### src/design/tss_pkg.sv
package tss_pkg;

  // ==========================================================================
  // Register offsets
  localparam logic [7:0] OFS_CTRL0 = 8'h00;
  localparam logic [7:0] OFS_SLAVE = 8'h08;
  localparam logic [7:0] OFS_IEN = 8'h0c;
  localparam logic [7:0] OFS_FLAGS = 8'h10;
  localparam logic [7:0] OFS_EVGEN = 8'h14;
  localparam logic [7:0] OFS_CHAN = 8'h18;
  localparam logic [7:0] OFS_RELOAD = 8'h2c;
  localparam logic [7:0] OFS_CMP0 = 8'h34;
  localparam logic [7:0] OFS_CNT = 8'h24;

  // ==========================================================================
  // Field positions
  localparam int CTL_RUN = 0;
  localparam int CTL_UPSUP = 1;
  localparam int CTL_UPSRC = 2;
  localparam int CTL_ONESHOT = 3;
  localparam int CTL_SHADOW = 7;
  localparam int CTL_DIV_LO = 8;
  localparam int SMC_LO = 0;
  localparam int TRG_LO = 4;
  localparam int SMC_SYNC = 7;
  localparam int IEN_UP = 0;
  localparam int IEN_CH0 = 1;
  localparam int IEN_CH1 = 2;
  localparam int IEN_TRG = 6;
  localparam int FLG_UP = 0;
  localparam int FLG_TRG = 6;
  localparam int EVG_UP = 0;
  localparam int EVG_TRG = 6;
  localparam int CH0_FAST = 2;
  localparam int CH0_MODE_LO = 4;
  localparam int CH0_FILT_LO = 4;
  localparam int CH1_FILT_LO = 12;
  localparam int CH0_POL = 0;
  localparam int CH1_POL = 1;

  // ==========================================================================
  // Masks and reset values
  localparam logic [31:0] CTRL0_MASK = 32'h0000_038f;
  localparam logic [31:0] SLAVE_MASK = 32'h0000_00f7;
  localparam logic [31:0] IEN_MASK = 32'h0000_0047;
  localparam logic [31:0] RESET_WORD = 32'h0000_0000;
  localparam logic [15:0] RELOAD_RST = 16'hffff;
  localparam logic [15:0] CNT_ZERO = 16'h0000;

  // ==========================================================================
  // Codes
  localparam logic [2:0] SM_OFF = 3'b000;
  localparam logic [2:0] SM_RESTART = 3'b100;
  localparam logic [2:0] SM_PAUSE = 3'b101;
  localparam logic [2:0] SM_EVENT = 3'b110;
  localparam logic [2:0] SM_EXTCLK = 3'b111;
  localparam logic [2:0] TS_EDGE0 = 3'b100;
  localparam logic [2:0] TS_FILT0 = 3'b101;
  localparam logic [2:0] TS_FILT1 = 3'b110;
  localparam logic [2:0] CMP_PWM0 = 3'b110;
  localparam logic [2:0] CMP_PWM1 = 3'b111;
  localparam logic [1:0] DIV_1 = 2'b00;
  localparam logic [1:0] DIV_2 = 2'b01;
  localparam logic [1:0] DIV_4 = 2'b10;
  localparam logic [1:0] HTRANS_NONSEQ = 2'b10;

  typedef enum logic [1:0] {TSS_IDLE, TSS_WRITE, TSS_READ} tss_phase_e;

  typedef struct packed {
    logic [3:0] itrig;
    logic ch0;
    logic ch1;
  } tss_trig_in_s;

  typedef struct packed {
    tss_phase_e phase;
    logic [7:0] addr;
    logic [31:0] rdata;
    logic [31:0] ctrl0;
    logic [31:0] slave;
    logic [31:0] ien;
    logic upd_flag;
    logic trg_flag;
    logic [15:0] chan;
    logic [3:0] chpol;
    logic [15:0] reload_pre;
    logic [15:0] reload;
    logic [15:0] cmp0;
    logic [15:0] cnt;
    logic [3:0] itr_s1;
    logic [3:0] itr_s2;
    logic [1:0] ch_s1;
    logic [1:0] ch_s2;
    logic [1:0] div_cnt;
    logic [3:0] f0_cnt;
    logic [3:0] f1_cnt;
    logic f0;
    logic f1;
    logic trig_prev;
    logic oprep;
    logic upd_pulse;
    logic trg_out;
  } tss_state_s;

endpackage : tss_pkg

### src/design/tss_timer_slave.sv
`timescale 1ns/1ns
`default_nettype none
module tss_timer_slave
  import tss_pkg::*;
(
  input wire logic clk_sys,
  input wire logic rst,
  input wire logic hsel,
  input wire logic [31:0] haddr,
  input wire logic [1:0] htrans,
  input wire logic hwrite,
  input wire logic [2:0] hsize,
  input wire logic [31:0] hwdata,
  input wire logic hready,
  output logic hreadyout,
  output logic hresp,
  output logic [31:0] hrdata,
  input wire tss_trig_in_s trig_in,
  output logic trigger_output,
  output logic output_prepare_level,
  output logic update_event,
  output logic [15:0] counter_value
);

  // ==========================================================================
  // Helpers
  function automatic logic [3:0] filt_len(input logic [3:0] code);
    filt_len = (code == 4'h0) ? 4'h0 : {code[2:0], 1'b0};
  endfunction : filt_len

  tss_state_s st_ff;
  tss_state_s nxt_st;

  logic [2:0] smode;
  logic [2:0] tsel;
  logic sample_tick;
  logic trig_lvl;
  logic trig_rise;
  logic trig_fall;
  logic trig_evt;
  logic count_en;
  logic overflow;
  logic sw_upd;
  logic restart;
  logic upd_ok;
  logic upd_flag_set;
  logic pwm_mode;

  always_comb begin
    smode = st_ff.slave[SMC_LO +: 3];
    tsel = st_ff.slave[TRG_LO +: 3];
    if (smode inside {3'b001, 3'b010, 3'b011}) begin
      smode = SM_OFF;
    end
    case (st_ff.ctrl0[CTL_DIV_LO +: 2])
      DIV_1: sample_tick = 1'b1;
      DIV_2: sample_tick = st_ff.div_cnt[0];
      DIV_4: sample_tick = &st_ff.div_cnt;
      default: sample_tick = 1'b1;
    endcase
    // Internal triggers skip the filter; channels use filtered copies
    case (tsel)
      3'b000, 3'b001, 3'b010, 3'b011: trig_lvl = st_ff.itr_s2[tsel[1:0]];
      TS_EDGE0: trig_lvl = st_ff.f0;
      TS_FILT0: trig_lvl = st_ff.f0 ^ st_ff.chpol[CH0_POL];
      TS_FILT1: trig_lvl = st_ff.f1 ^ st_ff.chpol[CH1_POL];
      default: trig_lvl = 1'b0;
    endcase
    trig_rise = trig_lvl & ~st_ff.trig_prev;
    trig_fall = ~trig_lvl & st_ff.trig_prev;
    if (tsel == TS_EDGE0) begin
      trig_rise = trig_rise | trig_fall;
      trig_fall = 1'b0;
    end
    trig_evt = (smode == SM_PAUSE) ? (trig_rise | trig_fall) : trig_rise;
    case (smode)
      SM_PAUSE: count_en = st_ff.ctrl0[CTL_RUN] & trig_lvl;
      SM_EXTCLK: count_en = st_ff.ctrl0[CTL_RUN] & trig_rise;
      default: count_en = st_ff.ctrl0[CTL_RUN];
    endcase
    overflow = count_en && (st_ff.cnt >= st_ff.reload);
    pwm_mode = st_ff.chan[CH0_MODE_LO +: 3] inside {CMP_PWM0, CMP_PWM1};
  end

  // ==========================================================================
  // Bus, registers and counter
  always_comb begin
    nxt_st = st_ff;
    sw_upd = 1'b0;
    nxt_st.upd_pulse = 1'b0;
    nxt_st.trg_out = 1'b0;
    nxt_st.itr_s1 = trig_in.itrig;
    nxt_st.itr_s2 = st_ff.itr_s1;
    nxt_st.ch_s1 = {trig_in.ch1, trig_in.ch0};
    nxt_st.ch_s2 = st_ff.ch_s1;
    nxt_st.div_cnt = st_ff.div_cnt + 2'd1;
    nxt_st.trig_prev = trig_lvl;
    if (sample_tick) begin
      if (st_ff.ch_s2[0] == st_ff.f0 || st_ff.f0_cnt >= filt_len(st_ff.chan[CH0_FILT_LO +: 4])) begin
        nxt_st.f0 = st_ff.ch_s2[0];
        nxt_st.f0_cnt = 4'h0;
      end else begin
        nxt_st.f0_cnt = st_ff.f0_cnt + 4'h1;
      end
      if (st_ff.ch_s2[1] == st_ff.f1 || st_ff.f1_cnt >= filt_len(st_ff.chan[CH1_FILT_LO +: 4])) begin
        nxt_st.f1 = st_ff.ch_s2[1];
        nxt_st.f1_cnt = 4'h0;
      end else begin
        nxt_st.f1_cnt = st_ff.f1_cnt + 4'h1;
      end
    end
    // Data phase of a previous address phase
    case (st_ff.phase)
      TSS_WRITE: begin
        case (st_ff.addr)
          OFS_CTRL0: nxt_st.ctrl0 = hwdata & CTRL0_MASK;
          OFS_SLAVE: nxt_st.slave = hwdata & SLAVE_MASK;
          OFS_IEN: nxt_st.ien = hwdata & IEN_MASK;
          OFS_FLAGS: begin
            nxt_st.upd_flag = st_ff.upd_flag & hwdata[FLG_UP];
            nxt_st.trg_flag = st_ff.trg_flag & hwdata[FLG_TRG];
          end
          OFS_EVGEN: begin
            sw_upd = hwdata[EVG_UP];
            if (hwdata[EVG_TRG]) begin
              nxt_st.trg_flag = 1'b1;
            end
          end
          OFS_CHAN: nxt_st.chan = hwdata[15:0];
          OFS_RELOAD: begin
            nxt_st.reload_pre = hwdata[15:0];
            if (!st_ff.ctrl0[CTL_SHADOW]) begin
              nxt_st.reload = hwdata[15:0];
            end
          end
          OFS_CMP0: nxt_st.cmp0 = hwdata[15:0];
          default: nxt_st.chpol = hwdata[3:0];
        endcase
      end
      default: ;
    endcase
    nxt_st.phase = TSS_IDLE;
    if (hsel && hready && htrans == HTRANS_NONSEQ) begin
      nxt_st.addr = haddr[7:0];
      nxt_st.phase = hwrite ? TSS_WRITE : TSS_READ;
      case (haddr[7:0])
        OFS_CTRL0: nxt_st.rdata = st_ff.ctrl0;
        OFS_SLAVE: nxt_st.rdata = st_ff.slave;
        OFS_IEN: nxt_st.rdata = st_ff.ien;
        OFS_FLAGS: nxt_st.rdata = {25'h0, st_ff.trg_flag, 5'h0, st_ff.upd_flag};
        OFS_CHAN: nxt_st.rdata = {16'h0, st_ff.chan};
        OFS_RELOAD: nxt_st.rdata = {16'h0, st_ff.reload_pre};
        OFS_CMP0: nxt_st.rdata = {16'h0, st_ff.cmp0};
        OFS_CNT: nxt_st.rdata = {16'h0, st_ff.cnt};
        default: nxt_st.rdata = RESET_WORD;
      endcase
    end
    // Start conditions
    if (trig_rise && (smode == SM_EVENT || st_ff.ctrl0[CTL_ONESHOT])) begin
      nxt_st.ctrl0[CTL_RUN] = 1'b1;
    end
    if (trig_rise && st_ff.slave[SMC_SYNC]) begin
      nxt_st.trg_out = 1'b1;
    end
    if (trig_evt) begin
      nxt_st.trg_flag = 1'b1;
    end
    restart = (smode == SM_RESTART) && trig_rise;
    upd_ok = !st_ff.ctrl0[CTL_UPSUP] && (overflow || sw_upd || restart);
    upd_flag_set = upd_ok && (overflow || !st_ff.ctrl0[CTL_UPSRC]);
    if (upd_flag_set) begin
      nxt_st.upd_flag = 1'b1;
    end
    if (sw_upd || restart || overflow) begin
      nxt_st.cnt = CNT_ZERO;
    end else if (count_en) begin
      nxt_st.cnt = st_ff.cnt + 16'h0001;
    end
    if (upd_ok) begin
      nxt_st.upd_pulse = 1'b1;
      nxt_st.reload = nxt_st.reload_pre;
      if (st_ff.ctrl0[CTL_ONESHOT]) begin
        nxt_st.ctrl0[CTL_RUN] = 1'b0;
        nxt_st.cnt = CNT_ZERO;
      end
    end
    // Output prepare: PWM compare or fast forcing
    if (trig_rise && st_ff.ctrl0[CTL_ONESHOT] && st_ff.chan[CH0_FAST] && pwm_mode) begin
      nxt_st.oprep = (st_ff.chan[CH0_MODE_LO +: 3] == CMP_PWM1);
    end else if (st_ff.chan[CH0_MODE_LO +: 3] == CMP_PWM0) begin
      nxt_st.oprep = nxt_st.cnt < st_ff.cmp0;
    end else if (st_ff.chan[CH0_MODE_LO +: 3] == CMP_PWM1) begin
      nxt_st.oprep = nxt_st.cnt >= st_ff.cmp0;
    end
  end

  always_ff @(posedge clk_sys) begin
    if (rst) begin
      st_ff <= '0;
      st_ff.reload <= RELOAD_RST;
      st_ff.reload_pre <= RELOAD_RST;
    end else begin
      st_ff <= nxt_st;
    end
  end

  // ==========================================================================
  // Outputs
  always_comb begin
    hreadyout = 1'b1;
    hresp = 1'b0;
    hrdata = st_ff.rdata;
    trigger_output = st_ff.trg_out;
    output_prepare_level = st_ff.oprep;
    update_event = st_ff.upd_pulse;
    counter_value = st_ff.cnt;
  end

endmodule : tss_timer_slave
`default_nettype wire

### config.mk
export PLATFORM = sky130hd
export DESIGN_NAME = tss_timer_slave
export DESIGN_NICKNAME = d
export VERILOG_FILES = /design/src/design/tss_pkg.sv /design/src/design/tss_timer_slave.sv
export SDC_FILE = /design/constraint.sdc
export NUM_CORES = 1
export LEC_CHECK = 0
export BUFFER_PORTS_ARGS = -buffer_cell sky130_fd_sc_hd__buf_2
export CORE_ASPECT_RATIO = 0.75
export CORE_MARGIN = 10
export CORE_UTILIZATION = 40
export DETAILED_ROUTE_END_ITERATION = 6
export PLACE_DENSITY = 0.63
export SLEW_MARGIN = 10
export SYNTH_ARGS = -nofsm -noshare
export SYNTH_HDL_FRONTEND = slang
export SYNTH_SLANG_ARGS = --single-unit
### constraint.sdc
create_clock -name clk_sys -period 5.8 [get_ports clk_sys]
set_input_delay 0.29 -clock clk_sys [delete_from_list [all_inputs] [get_ports clk_sys]]
set_output_delay 0.29 -clock clk_sys [all_outputs]
set_load 0.05 [all_outputs]
==> PnR_summary.wiki, run 1 <==
{| class="wikitable"
! Metric !! Value
|-
| # nets final || 1176
|-
| Number of antenna violations at the first check in global routing || 0
|-
| Number of buffers created by CTS || 17
|-
| Max Freq || 201 MHz
|-
| Most used cells in the layout excluding fill and tap cells || 161 x nand2_1, 156 x dfxtp_1, 108 x a21oi_1, 92 x nor2_1, 70 x buf_2
|-
| Cell Pwr Density || roughly 260 nW/um^2
|-
| Per-cell via count in the routed design || 5.45
|-
| Maximum number of pins on one net before global-route repair || 73
|-
| Share of final-layout standard cells stronger than drive strength 1 || 12.3%
|-
| Final hold vios || 0
|-
| Endpoint with the worst hold slack || st_ff[251]$_SDFF_PP0_
|-
| Slew Viols, Final || 0
|-
| Worst supply voltage drop on vdd || between 100 and 150 uV
|-
| Count of mapped cells out of synthesis || approximately 1000
|-
| Vias || ~7300
|-
| Clk Latency, worst-skew pair || around 0.43 ns
|-
| Post-route setup TNS || 0 ns
|-
| Data required, critical path || approximately 6.2 ns
|-
| Most frequent standard cell in the layout excluding fill and tap cells || nand2_1
|-
| All-layer global routing usage || 18.3%
|-
| Class of the tightest hold or removal check || in2reg
|-
| Overall die width || about 190 um
|-
| Post-detailed-placement cell area || about 8600 um^2
|-
| CTS clk-pin slew, worst paths || 0.06 ns
|-
| Vias in the first global route || between 6000 and 7000
|-
| Synthesis-to-layout area growth || 10.2%
|-
| Seq cells post-synth || around 160
|-
| Detailed-route wire length per cell || around 19 um
|-
| Most instantiated flip-flop cell in the synthesis netlist || dfxtp_1
|-
| Number of maximum-capacitance violations || 0
|-
| Average footprint of a synthesized cell || about 8.0 um^2
|-
| Maximum buffer depth of the clock tree || 2
|-
| Fraction of synthesis flops using an asynchronous set or reset pin || 0%
|-
| Proportion of power drawn by combinational gates || under 10%
|-
| Starting DRC count in detailed routing || roughly 770
|-
| Data arrival time of the worst path || roughly 5.3 ns
|-
| Fraction of the yosys area taken by sequential cells || 37.4%
|-
| Setup Viol. Count Final || 0
|-
| Clock network fraction of total power || between 40% and 50%
|-
| Worst reg2reg path depth || 21
|-
| Startpoint kind of the worst setup timing path || flop
|-
| Synth top area cells || dfxtp_1 37%, nand2_1 7.2%, ha_1 6.9%
|-
| Top cell type's share of synthesized area || between 30% and 40%
|-
| ANT cells || 0
|-
| Num Clock Sinks || between 150 and 200
|-
| Port buffer count || 71
|-
| RR Endpoint || output_prepare_level$_SDFFE_PP0P_
|-
| Initial cell density of the core || 41.0%
|-
| Period utilisation layout || 85.9%
|-
| Biggest area consumer among synthesized cells || dfxtp_1
|-
| Overall die area || 27100 um^2
|-
| Detailed-route wire length || around 25 mm
|-
| Max transition margin || 21.8%
|-
| Area of the core region || 20400 um^2
|-
| Remaining routing DRC violations || 0
|-
| Worst clock skew || between 0.008 and 0.009 ns
|-
| Yosys cell types || 66
|-
| Internal || 1.82 mW
|-
| Number of optimization iterations in the first detailed-route pass || 5
|-
| Library cell used as clock root buffer || clkbuf_16
|-
| Crit. End Element || flop
|-
| Tmin final || between 4 and 5 ns
|-
| Setup fix buffers added after clock tree synthesis || 0
|-
| Count of warnings emitted by yosys || 0
|-
| NetSw || 0.559 mW
|-
| Count of flip-flops with a built-in enable after synthesis || 0
|-
| Weighted congestion at the end of routability-driven global placement || between 0.8 and 0.9
|-
| Register share of total power || 45.6%
|-
| Switching power as a share of total power || about a quarter
|-
| Setup repair after global routing missed its margin || no
|-
| Slew at the pin closest to its max-slew limit || 1.17 ns
|-
| I/O Pins || 133
|-
| Leakage component of the power || about 3.7 nW
|-
| Beginning of the worst hold path || hwrite
|-
| H-tree levels || 4
|-
| Run status || finished, final reports clean
|-
| Post-route ant nets || 0
|-
| Vertical die dimension || about 150 um
|-
| Overflow left after global routing || 0
|-
| Power consumption || roughly 2.4 mW
|-
| First-pass GRT wire length || 39.9 mm
|-
| HPWL after detailed placement || ~18 mm
|-
| Number of gates resized after cts || 0
|-
| Hold-fix buffer count after cts || 0
|-
| Hold Path Depth || 2
|-
| Path type of the worst setup path || reg2reg
|-
| CTS tree || yes
|-
| Synthesized cell area || around 8400 um^2
|-
| # rows || 45
|-
| Startpoint of the lowest-slack register-to-register path || st_ff[150]$_SDFFE_PP0P_
|-
| Flop2flop setup slack || 0.82 ns
|-
| Design Area, Final || 9200 um^2
|-
| Maximum fanout along the worst path || 7
|}
-- metal layers --
layer | global-route usage [%] | wire (um) | vias to the layer above
met5 | 0 | 0 | -
met2 | 24.6 | 10100 | 306
met3 | 3.83 | 2160 | 19
met1 | 28.3 | 12800 | 3462
met4 | 4.67 | 234 | 0
li1 | - | - | 3547
-- cell type report --
| cell class | instances | area [um^2] |
|---|---|---|
| inverters | 52 | 195 |
| clock buffers | 22 | 474 |
| well taps | 282 | 353 |
| flip-flops and latches | 156 | 3120 |
| repair buffers | 80 | 425 |
| multi-input cells | 743 | 4490 |
| fillers | 2130 | 11200 |
| clock inverters | 10 | 138 |
-- synth_stat cells, types with 4 or more instances --
| cell | number |
|---|---|
| a211oi_1 | 4 |
| a22oi_1 | 22 |
| o22ai_1 | 9 |
| nand4_1 | 11 |
| inv_1 | 52 |
| and2_1 | 5 |
| nor4_2 | 4 |
| clkbuf_1 | 43 |
| buf_2 | 5 |
| buf_4 | 53 |
| nor3b_1 | 4 |
| mux2_2 | 4 |
| a31oi_1 | 17 |
| o21ai_0 | 22 |
| xnor2_1 | 17 |
| nand2_1 | 161 |
| a21o_1 | 19 |
| nor3_1 | 14 |
| xor2_1 | 7 |
| mux2i_1 | 29 |
| a21oi_1 | 108 |
| o211ai_1 | 11 |
| nor2b_1 | 24 |
| dfxtp_1 | 156 |
| nand3_1 | 29 |
| nand2b_1 | 5 |
| nor4_1 | 10 |
| ha_1 | 46 |
| o21a_1 | 4 |
| buf_1 | 5 |
| nor2_1 | 92 |
| and3_1 | 5 |
-- power groups by stage --
stage / Sequential (mW) / Clock, mW / Combinational (mW)
after global placement: 1.11 / 0 / 0.121
after floorplan: 1.11 / 0 / 0.0896
after CTS: 1.08 / 1.18 / 0.122
after global routing: 1.08 / 1.23 / 0.132
final: 1.08 / 1.17 / 0.124
after detailed placement: 1.11 / 0 / 0.122
-- flip-flops by register name, indices dropped and copies added (netlist names) --
| name | flops |
|---|---|
| st_ff | 115 |
| counter_value | 16 |
| hrdata | 16 |
| nxt_st | 6 |
| output_prepare_level | 1 |
| trigger_output | 1 |
| update_event | 1 |
-- through the flow --
step / worst slack, ns / cells / hold WS [ns] / utilization (%)
detailed placement: 0.832 / 1313 / 0.430 / 42.1
floorplan: 1.24 / 1058 / 0.369 / -
global placement: 0.961 / 1313 / 0.427 / 42.1
CTS: 0.794 / 1345 / 0.0384 / 45.1
global route: 0.331 / 1345 / 0.0532 / 45.1
finish: 0.819 / 1345 / 0.0468 / 45.1
-- cell families (layout without fill, tap and decap cells) --
logic type | after synthesis | in the layout | share of synthesized area (%)
AOI/OAI and AO/OA | 241 | 241 | 18.1
xor gates and xnor gates | 24 | 24 | 2.52
adders and majority gates | 46 | 46 | 6.89
buffers and inverters | 159 | 164 | 9.69
DFF | 156 | 156 | 37.4
muxes | 34 | 34 | 4.28
other | 2 | 18 | 0.0899
and+or+nand+nor | 380 | 380 | 21.0
-- how the worst max path moves through the flow --
stage	startpoint	end	cells after the start
after floorplan	st_ff[150]$_SDFFE_PP0P_	output_prepare_level$_SDFFE_PP0P_	21
after global placement	st_ff[150]$_SDFFE_PP0P_	output_prepare_level$_SDFFE_PP0P_	21
after detailed placement	st_ff[150]$_SDFFE_PP0P_	output_prepare_level$_SDFFE_PP0P_	21
after CTS	st_ff[150]$_SDFFE_PP0P_	output_prepare_level$_SDFFE_PP0P_	21
after global routing	st_ff[150]$_SDFFE_PP0P_	output_prepare_level$_SDFFE_PP0P_	21
final	st_ff[150]$_SDFFE_PP0P_	output_prepare_level$_SDFFE_PP0P_	21
-- worst max-delay path, cell delays in order (launching register included) --
cell and delay [ns]:
dfxtp_1 0.46, mux4_2 0.53, nor2_1 0.17, a31o_2 0.15, inv_1 0.05, ha_1 0.26, inv_1 0.04, mux2i_1 0.14
buf_4 0.17, nor2b_1 0.08, o311ai_2 0.66, buf_4 0.27, nor4_1 0.07, xnor2_1 0.20, nor2_1 0.07, ha_1 0.29
a21o_1 0.16, a21o_1 0.17, a211oi_1 0.24, o21ai_0 0.16, or4b_1 0.48, o221ai_1 0.08
No activity file was read; power rests on OpenSTA's default activity.
==> run 2, diff against run 1 <==
--- a/config.mk
+++ b/config.mk
@@ -11,6 +11,7 @@
 export CORE_UTILIZATION = 40
 export DETAILED_ROUTE_END_ITERATION = 6
 export PLACE_DENSITY = 0.63
+export RECOVER_POWER = 25
 export SLEW_MARGIN = 10
 export SYNTH_ARGS = -nofsm -noshare
 export SYNTH_HDL_FRONTEND = slang
==> run 2 against run 1 <==
Compared with the run above:
- the run now ends with capacitance limit, slew limit left
- count of clock-buffer cells in the layout did not move
- cell area is 0.44% lower
- final cell count is the same
- utilization down 0.20 points
- critical path type unchanged
- critical endpoint unchanged
- highest routed layer unchanged
==> PnR_summary.wiki, run 2 (same netlist as run 1, synthesis figures left out) <==
{| class="wikitable"
! Metric !! Value
|-
| Run status || finished, violations left
|-
| Maximum buffer depth of the clock tree || 2 (unchanged)
|-
| Flop2flop setup slack || 0.80 ns (-0.02 ns)
|-
| NetSw || 0.563 mW (+0.62%)
|-
| Number of buffers created by CTS || 17 (unchanged)
|-
| Setup Viol. Count Final || 0 (unchanged)
|-
| Number of flip-flops under the largest register name || 115 (unchanged)
|-
| Detailed-route wire length per cell || 18.8 um (about the same)
|-
| ANT cells || 0 (unchanged)
|-
| Setup repair after global routing missed its margin || no
|-
| # nets final || 1176 (unchanged)
|-
| Worst supply voltage drop on vdd || 123 uV (+2.1%)
|-
| Register share of total power || 45.5% (about the same)
|-
| Remaining routing DRC violations || 0 (unchanged)
|-
| Reg with most FFs || st_ff
|-
| Weighted congestion at the end of routability-driven global placement || 0.858 (unchanged)
|-
| Non-filler cells, final || 1345 (unchanged)
|-
| Largest stage delay on the critical path || 0.65 ns (about the same)
|-
| Startpoint kind of the worst setup timing path || flop
|-
| Hold Path Depth || 2 (unchanged)
|-
| Port buffer count || 71 (unchanged)
|-
| Switching power as a share of total power || 23.6% (+0.11 points)
|-
| Hold-fix buffer count after cts || 0 (unchanged)
|-
| Most used cells in the layout excluding fill and tap cells || 161 x nand2_1, 156 x dfxtp_1, 108 x a21oi_1, 92 x nor2_1, 52 x inv_1
|-
| Setup fix buffers added after clock tree synthesis || 0 (unchanged)
|-
| Slew Viols, Final || 73 (+73)
|-
| Internal || 1.82 mW (about the same)
|-
| # rows || 45 (unchanged)
|-
| Cell Pwr Density || 260 nW/um^2 (+0.59%)
|-
| Slew at the pin closest to its max-slew limit || 3.28 ns (+2.11 ns)
|-
| I/O Pins || 133 (unchanged)
|-
| Vertical die dimension || 145 um (unchanged)
|-
| Leakage component of the power || 3.53 nW (-3.4%)
|-
| Number of optimization iterations in the first detailed-route pass || 5 (unchanged)
|-
| Most frequent standard cell in the layout excluding fill and tap cells || nand2_1
|-
| Max transition margin || -119% (-140 points)
|-
| Maximum fanout along the worst path || 7 (unchanged)
|-
| Most numerous cell on the critical path || a21o_1
|-
| First-pass GRT wire length || 39.9 mm (unchanged)
|-
| Endpoint with the worst hold slack || st_ff[251]$_SDFF_PP0_
|-
| Fill cells || 2139 (+0.42%)
|-
| Violations in the final reports || capacitance limit, slew limit
|-
| Overall die area || 27100 um^2 (unchanged)
|-
| Clk Latency, worst-skew pair || 0.44 ns (about the same)
|-
| Cell class contributing the biggest share of worst-path delay || compound AO/OA/AOI/OAI gates
|-
| Clock network fraction of total power || 49.3% (about the same)
|-
| Slowest cell on crit path || o311ai_2
|-
| Crit. End Element || flop
|-
| Vias || 7296 (-0.52%)
|-
| Post-route ant nets || 0 (unchanged)
|-
| Max Freq || 200 MHz (-0.40%)
|-
| Number of gates resized after cts || 0 (unchanged)
|-
| Starting DRC count in detailed routing || 811 (+5.6%)
|-
| Data arrival time of the worst path || 5.32 ns (about the same)
|-
| Period utilisation layout || 86.2% (+0.34 points)
|-
| CTS tree || yes
|-
| Path type of the worst setup path || reg2reg
|-
| Number of antenna violations at the first check in global routing || 0 (unchanged)
|-
| H-tree levels || 4 (unchanged)
|-
| Data required, critical path || 6.12 ns (-0.03 ns)
|-
| All-layer global routing usage || 18.3% (unchanged)
|-
| Initial cell density of the core || 41.0% (unchanged)
|-
| Overflow left after global routing || 0 (unchanged)
|-
| HPWL after detailed placement || 18.4 mm (unchanged)
|-
| Detailed-route wire length || 25.3 mm (about the same)
|-
| Vias in the first global route || 6820 (unchanged)
|-
| Worst reg2reg path depth || 21 (unchanged)
|-
| Chain of cells forming the critical path || mux4_2 -> nor2_1 -> a31o_2 -> inv_1 -> ha_1 -> inv_1 -> mux2i_1 -> buf_4 -> nor2b_1 -> o311ai_2 -> nor4_2 -> xnor2_1 -> nor2_1 -> ha_1 -> a21o_1 -> a21o_1 -> a21o_1 -> a211oi_1 -> o21ai_0 -> or4b_1 -> o221ai_1
|-
| Maximum number of pins on one net before global-route repair || 73 (unchanged)
|-
| Overall die width || 187 um (unchanged)
|-
| Per-cell via count in the routed design || 5.42 (-0.52%)
|-
| Number of maximum-capacitance violations || 2 (+2)
|-
| Library cell used as clock root buffer || clkbuf_16
|-
| Beginning of the worst hold path || hwrite
|-
| Tmin final || 5.00 ns (+0.0200 ns)
|-
| Placed Cells || 1313 (unchanged)
|-
| Area of the core region || 20400 um^2 (unchanged)
|-
| Proportion of power drawn by combinational gates || 5.2% (about the same)
|-
| Worst clock skew || 0.00856 ns (+0.0000580 ns)
|-
| Post-route setup TNS || 0 ns (unchanged)
|-
| Critical path buffer and inverter count || 3 (-1)
|-
| Startpoint of the lowest-slack register-to-register path || st_ff[150]$_SDFFE_PP0P_
|-
| Class of the tightest hold or removal check || in2reg
|-
| Final hold vios || 0 (unchanged)
|-
| Num Clock Sinks || 156 (unchanged)
|-
| Synthesis-to-layout area growth || 9.68%
|-
| Share of final-layout standard cells stronger than drive strength 1 || 9.69% (-2.6 points)
|-
| RR Endpoint || output_prepare_level$_SDFFE_PP0P_
|-
| CTS clk-pin slew, worst paths || 0.06 ns (about the same)
|}
==> run 2: worst reg2reg max path, delay by kind of cell, from the launching register on <==
family,cells,cell delay [ns]
XOR/XNOR,1,0.23
AND/OR/NAND/NOR,5,0.95
multiplexers,2,0.68
flip-flops,1,0.46
AO/OA/AOI/OAI,8,1.79
adder cells (fa/ha/maj),2,0.55
buffers and inverters,3,0.26
==> run 2: layout make-up <==
class                   instances  area (um^2)  area share [%]
multi-input cells             743         4490            49.0
flip-flops and latches        156         3120            34.1
clock buffers                  22          474            5.18
repair buffers                 80          385            4.21
well taps                     282          353            3.85
inverters                      52          195            2.13
clock inverters                10          138            1.50
==> run 2: routing by layer <==
layer  share of wire (%)  vias up  track usage, %  wire length (um)
met5                   0        -               0                 0
met4                 1.0        0            4.67               264
met3                 9.0       23            3.83              2270
met2                  40      300            24.6             10100
met1                  50     3419            28.3             12700
li1                    -     3554               -                 -
==> run 2: how the worst max path moves through the flow <==
stage / from / end / slack (ns) / depth (start not counted)
final: st_ff[150]$_SDFFE_PP0P_ / output_prepare_level$_SDFFE_PP0P_ / 0.80 / 21
after global routing: st_ff[150]$_SDFFE_PP0P_ / output_prepare_level$_SDFFE_PP0P_ / 0.30 / 21
after CTS: st_ff[150]$_SDFFE_PP0P_ / output_prepare_level$_SDFFE_PP0P_ / 0.79 / 21
after detailed placement: st_ff[150]$_SDFFE_PP0P_ / output_prepare_level$_SDFFE_PP0P_ / 0.83 / 21
after global placement: st_ff[150]$_SDFFE_PP0P_ / output_prepare_level$_SDFFE_PP0P_ / 0.96 / 21
after floorplan: st_ff[150]$_SDFFE_PP0P_ / output_prepare_level$_SDFFE_PP0P_ / 1.24 / 21
==> run 2: power by group through the flow <==
stage                     sequential [mW]  combinational [mW]  clock [mW]
final                                1.08               0.124        1.17
after global routing                 1.08               0.132        1.23
after CTS                            1.08               0.122        1.18
after detailed placement             1.11               0.122           0
after global placement               1.11               0.121           0
after floorplan                      1.11              0.0896           0
==> run 2: metrics by stage <==
| stage | total power [mW] | worst slack [ns] | cell area [um^2] | hold slack [ns] | utilization (%) |
|---|---|---|---|---|---|
| after floorplan | 1.20 | 1.24 | 8410 | 0.369 | - |
| after global placement | 1.23 | 0.961 | 8590 | 0.427 | 42.1 |
| after detailed placement | 1.23 | 0.832 | 8590 | 0.430 | 42.1 |
| after CTS | 2.39 | 0.794 | 9200 | 0.0384 | 45.1 |
| after global routing | 2.45 | 0.296 | 9160 | 0.0532 | 44.9 |
| final | 2.38 | 0.800 | 9160 | 0.0449 | 44.9 |
==> run 3, diff against run 2 <==
==> constraint.sdc (replaced) <==
create_clock -name clk_sys -period 5.8 [get_ports clk_sys]
set_input_delay 0.58 -clock clk_sys [delete_from_list [all_inputs] [get_ports clk_sys]]
set_output_delay 0.58 -clock clk_sys [all_outputs]
set_load 0.05 [all_outputs]
==> run 3 against run 2 <==
Compared with the run above:
- largest cell class unchanged
- sequential cell count did not move
- utilization barely moved
- critical endpoint unchanged
- largest power group unchanged
- clock power barely moved
- the flow still finishes with violations (capacitance limit, slew limit)
==> PnR_summary.wiki, run 3 (same netlist as run 1, synthesis figures left out) <==
{| class="wikitable"
! Metric !! Value
|-
| Run status || finished, violations left
|-
| Violations in the final reports || capacitance limit, slew limit
|-
| Tmin final || 5.12 ns (+0.115 ns)
|-
| ANT cells || 0 (unchanged)
|-
| Detailed-route wire length per cell || 18.5 um (-1.7%)
|-
| Library cell used as clock root buffer || clkbuf_16
|-
| Detailed-route wire length || 24.8 mm (-1.8%)
|-
| Path type of the worst setup path || reg2reg
|-
| Slew Viols, Final || 74 (+1.4%)
|-
| Number of gates resized after cts || 0 (unchanged)
|-
| Most frequent standard cell in the layout excluding fill and tap cells || nand2_1
|-
| Overall die width || 187 um (unchanged)
|-
| Leakage component of the power || 3.55 nW (+0.41%)
|-
| H-tree levels || 4 (unchanged)
|-
| First-pass GRT wire length || 38.8 mm (-2.9%)
|-
| Maximum number of pins on one net before global-route repair || 74 (+1.4%)
|-
| Setup Viol. Count Final || 0 (unchanged)
|-
| Class of the tightest hold or removal check || in2reg
|-
| HPWL after detailed placement || 18.1 mm (-1.7%)
|-
| Starting DRC count in detailed routing || 824 (+1.6%)
|-
| Hold-fix buffer count after cts || 0 (unchanged)
|-
| NetSw || 0.558 mW (-0.85%)
|-
| Num Clock Sinks || 156 (unchanged)
|-
| Overall die area || 27100 um^2 (unchanged)
|-
| Max Freq || 195 MHz (-2.3%)
|-
| All-layer global routing usage || 17.8% (-0.51 points)
|-
| CTS tree || yes
|-
| Switching power as a share of total power || 23.4% (-0.26 points)
|-
| Remaining routing DRC violations || 0 (unchanged)
|-
| Number of buffers created by CTS || 17 (unchanged)
|-
| Post-route setup TNS || 0 ns (unchanged)
|-
| Synthesis-to-layout area growth || 9.75% (about the same)
|-
| Max transition margin || -122% (-3.2 points)
|-
| Proportion of power drawn by combinational gates || 5.2% (about the same)
|-
| Area of the core region || 20400 um^2 (unchanged)
|-
| Most used cells in the layout excluding fill and tap cells || 161 x nand2_1, 156 x dfxtp_1, 108 x a21oi_1, 92 x nor2_1, 52 x inv_1
|-
| Maximum fanout along the worst path || 20 (+13)
|-
| Weighted congestion at the end of routability-driven global placement || 0.862 (+0.40%)
|-
| Overflow left after global routing || 0 (unchanged)
|-
| Vertical die dimension || 145 um (unchanged)
|-
| Setup repair after global routing missed its margin || no
|-
| Vias in the first global route || 6785 (-0.51%)
|-
| CTS clk-pin slew, worst paths || 0.06 ns (about the same)
|-
| Setup fix buffers added after clock tree synthesis || 0 (unchanged)
|-
| Register share of total power || 45.4% (about the same)
|-
| Final hold vios || 0 (unchanged)
|-
| Port buffer count || 71 (unchanged)
|-
| Startpoint kind of the worst setup timing path || flop
|-
| Cell Pwr Density || 261 nW/um^2 (+0.16%)
|-
| Data arrival time of the worst path || 5.29 ns (-0.03 ns)
|-
| # rows || 45 (unchanged)
|-
| Post-route ant nets || 0 (unchanged)
|-
| Data required, critical path || 5.97 ns (-0.15 ns)
|-
| Share of final-layout standard cells stronger than drive strength 1 || 9.98% (+0.29 points)
|-
| Number of flip-flops under the largest register name || 115 (unchanged)
|-
| Initial cell density of the core || 41.0% (unchanged)
|-
| # nets final || 1175 (-0.085%)
|-
| Slew at the pin closest to its max-slew limit || 3.33 ns (+0.0487 ns)
|-
| Reg with most FFs || st_ff
|-
| Number of optimization iterations in the first detailed-route pass || 5 (unchanged)
|-
| Per-cell via count in the routed design || 5.41 (-0.28%)
|-
| Clock network fraction of total power || 49.4% (about the same)
|-
| Vias || 7270 (-0.36%)
|-
| Clk Latency, worst-skew pair || 0.44 ns (about the same)
|-
| Maximum buffer depth of the clock tree || 2 (unchanged)
|-
| I/O Pins || 133 (unchanged)
|-
| Worst clock skew || 0.00824 ns (-0.000315 ns)
|-
| Crit. End Element || flop
|-
| Number of antenna violations at the first check in global routing || 0 (unchanged)
|-
| Internal || 1.83 mW (+0.57%)
|-
| Number of maximum-capacitance violations || 1 (-1)
|-
| Worst supply voltage drop on vdd || 167 uV (+36%)
|-
| Final core area utilization || 45.0% (about the same)
|-
| Period utilisation layout || 88.2% (+2.0 points)
|}
[run 3: cell types whose count changed in the layout (fill, tap and decap cells not counted)]
cell and change:
clkbuf_1 -4, inv_6 -1, clkbuf_8 +1, clkinv_4 +1, buf_4 -1, buf_2 +3
[run 3: cell type report]
cell class | count | area [um^2]
multi-input cells | 743 | 4490
flip-flops and latches | 156 | 3120
repair buffers | 79 | 382
clock inverters | 10 | 138
clock buffers | 22 | 484
inverters | 52 | 195
well taps | 282 | 353
fillers | 2033 | 11200
[run 3: power by group through the flow]
stage,logic [mW],clock network (mW),registers [mW]
after floorplan,0.0896,0,1.11
after global placement,0.120,0,1.11
after detailed placement,0.121,0,1.11
after CTS,0.121,1.19,1.08
after global routing,0.131,1.24,1.08
final,0.123,1.18,1.08
[run 3: path summary, 6_finish.rpt]
kind,from,endpoint,slack (ns),cells past startpoint
max,st_ff[150]$_SDFFE_PP0P_,output_prepare_level$_SDFFE_PP0P_,0.68,20
min,hwrite,st_ff[251]$_SDFF_PP0_,0.35,2
max reg2reg,st_ff[150]$_SDFFE_PP0P_,output_prepare_level$_SDFFE_PP0P_,0.68,20
min reg2reg,nxt_st[17]$_SDFF_PP0_,st_ff[17]$_SDFF_PP0_,0.43,1
[run 3: metal layers]
layer	share of wire [%]	global-route usage, %	vias up
li1	-	-	3557
met4	1.4	5.39	0
met5	0	0	-
met1	52	27.2	3399
met3	8.0	4.18	27
met2	39	23.6	287
[run 3: worst max-delay path: stages (launching register included)]
cell	delay, ns
dfxtp_1	0.47
mux4_2	0.53
nor2_1	0.17
a31o_2	0.16
inv_1	0.05
ha_1	0.26
inv_1	0.03
mux2i_1	0.37
nor2b_1	0.17
o31ai_4	0.54
a22oi_1	0.18
buf_4	0.23
nor2_1	0.12
ha_1	0.24
nor2b_1	0.13
o21a_1	0.15
o21ai_0	0.26
a21oi_1	0.13
a211oi_1	0.32
a2bb2oi_1	0.18
o221ai_1	0.14
[run 3: stage by stage]
| step | total power [mW] | hold WS [ns] | worst slack, ns | cell area [um^2] | cells |
|---|---|---|---|---|---|
| 2_1_floorplan | 1.20 | 0.414 | 1.24 | 8410 | 1058 |
| 5_1_grt | 2.45 | 0.338 | 0.267 | 9170 | 1344 |
| 3_3_place_gp | 1.23 | 0.428 | 0.808 | 8580 | 1312 |
| 3_5_place_dp | 1.23 | 0.430 | 0.768 | 8580 | 1312 |
| 4_1_cts | 2.40 | 0.333 | 0.732 | 9200 | 1344 |
| 6_report | 2.39 | 0.347 | 0.684 | 9170 | 1344 |
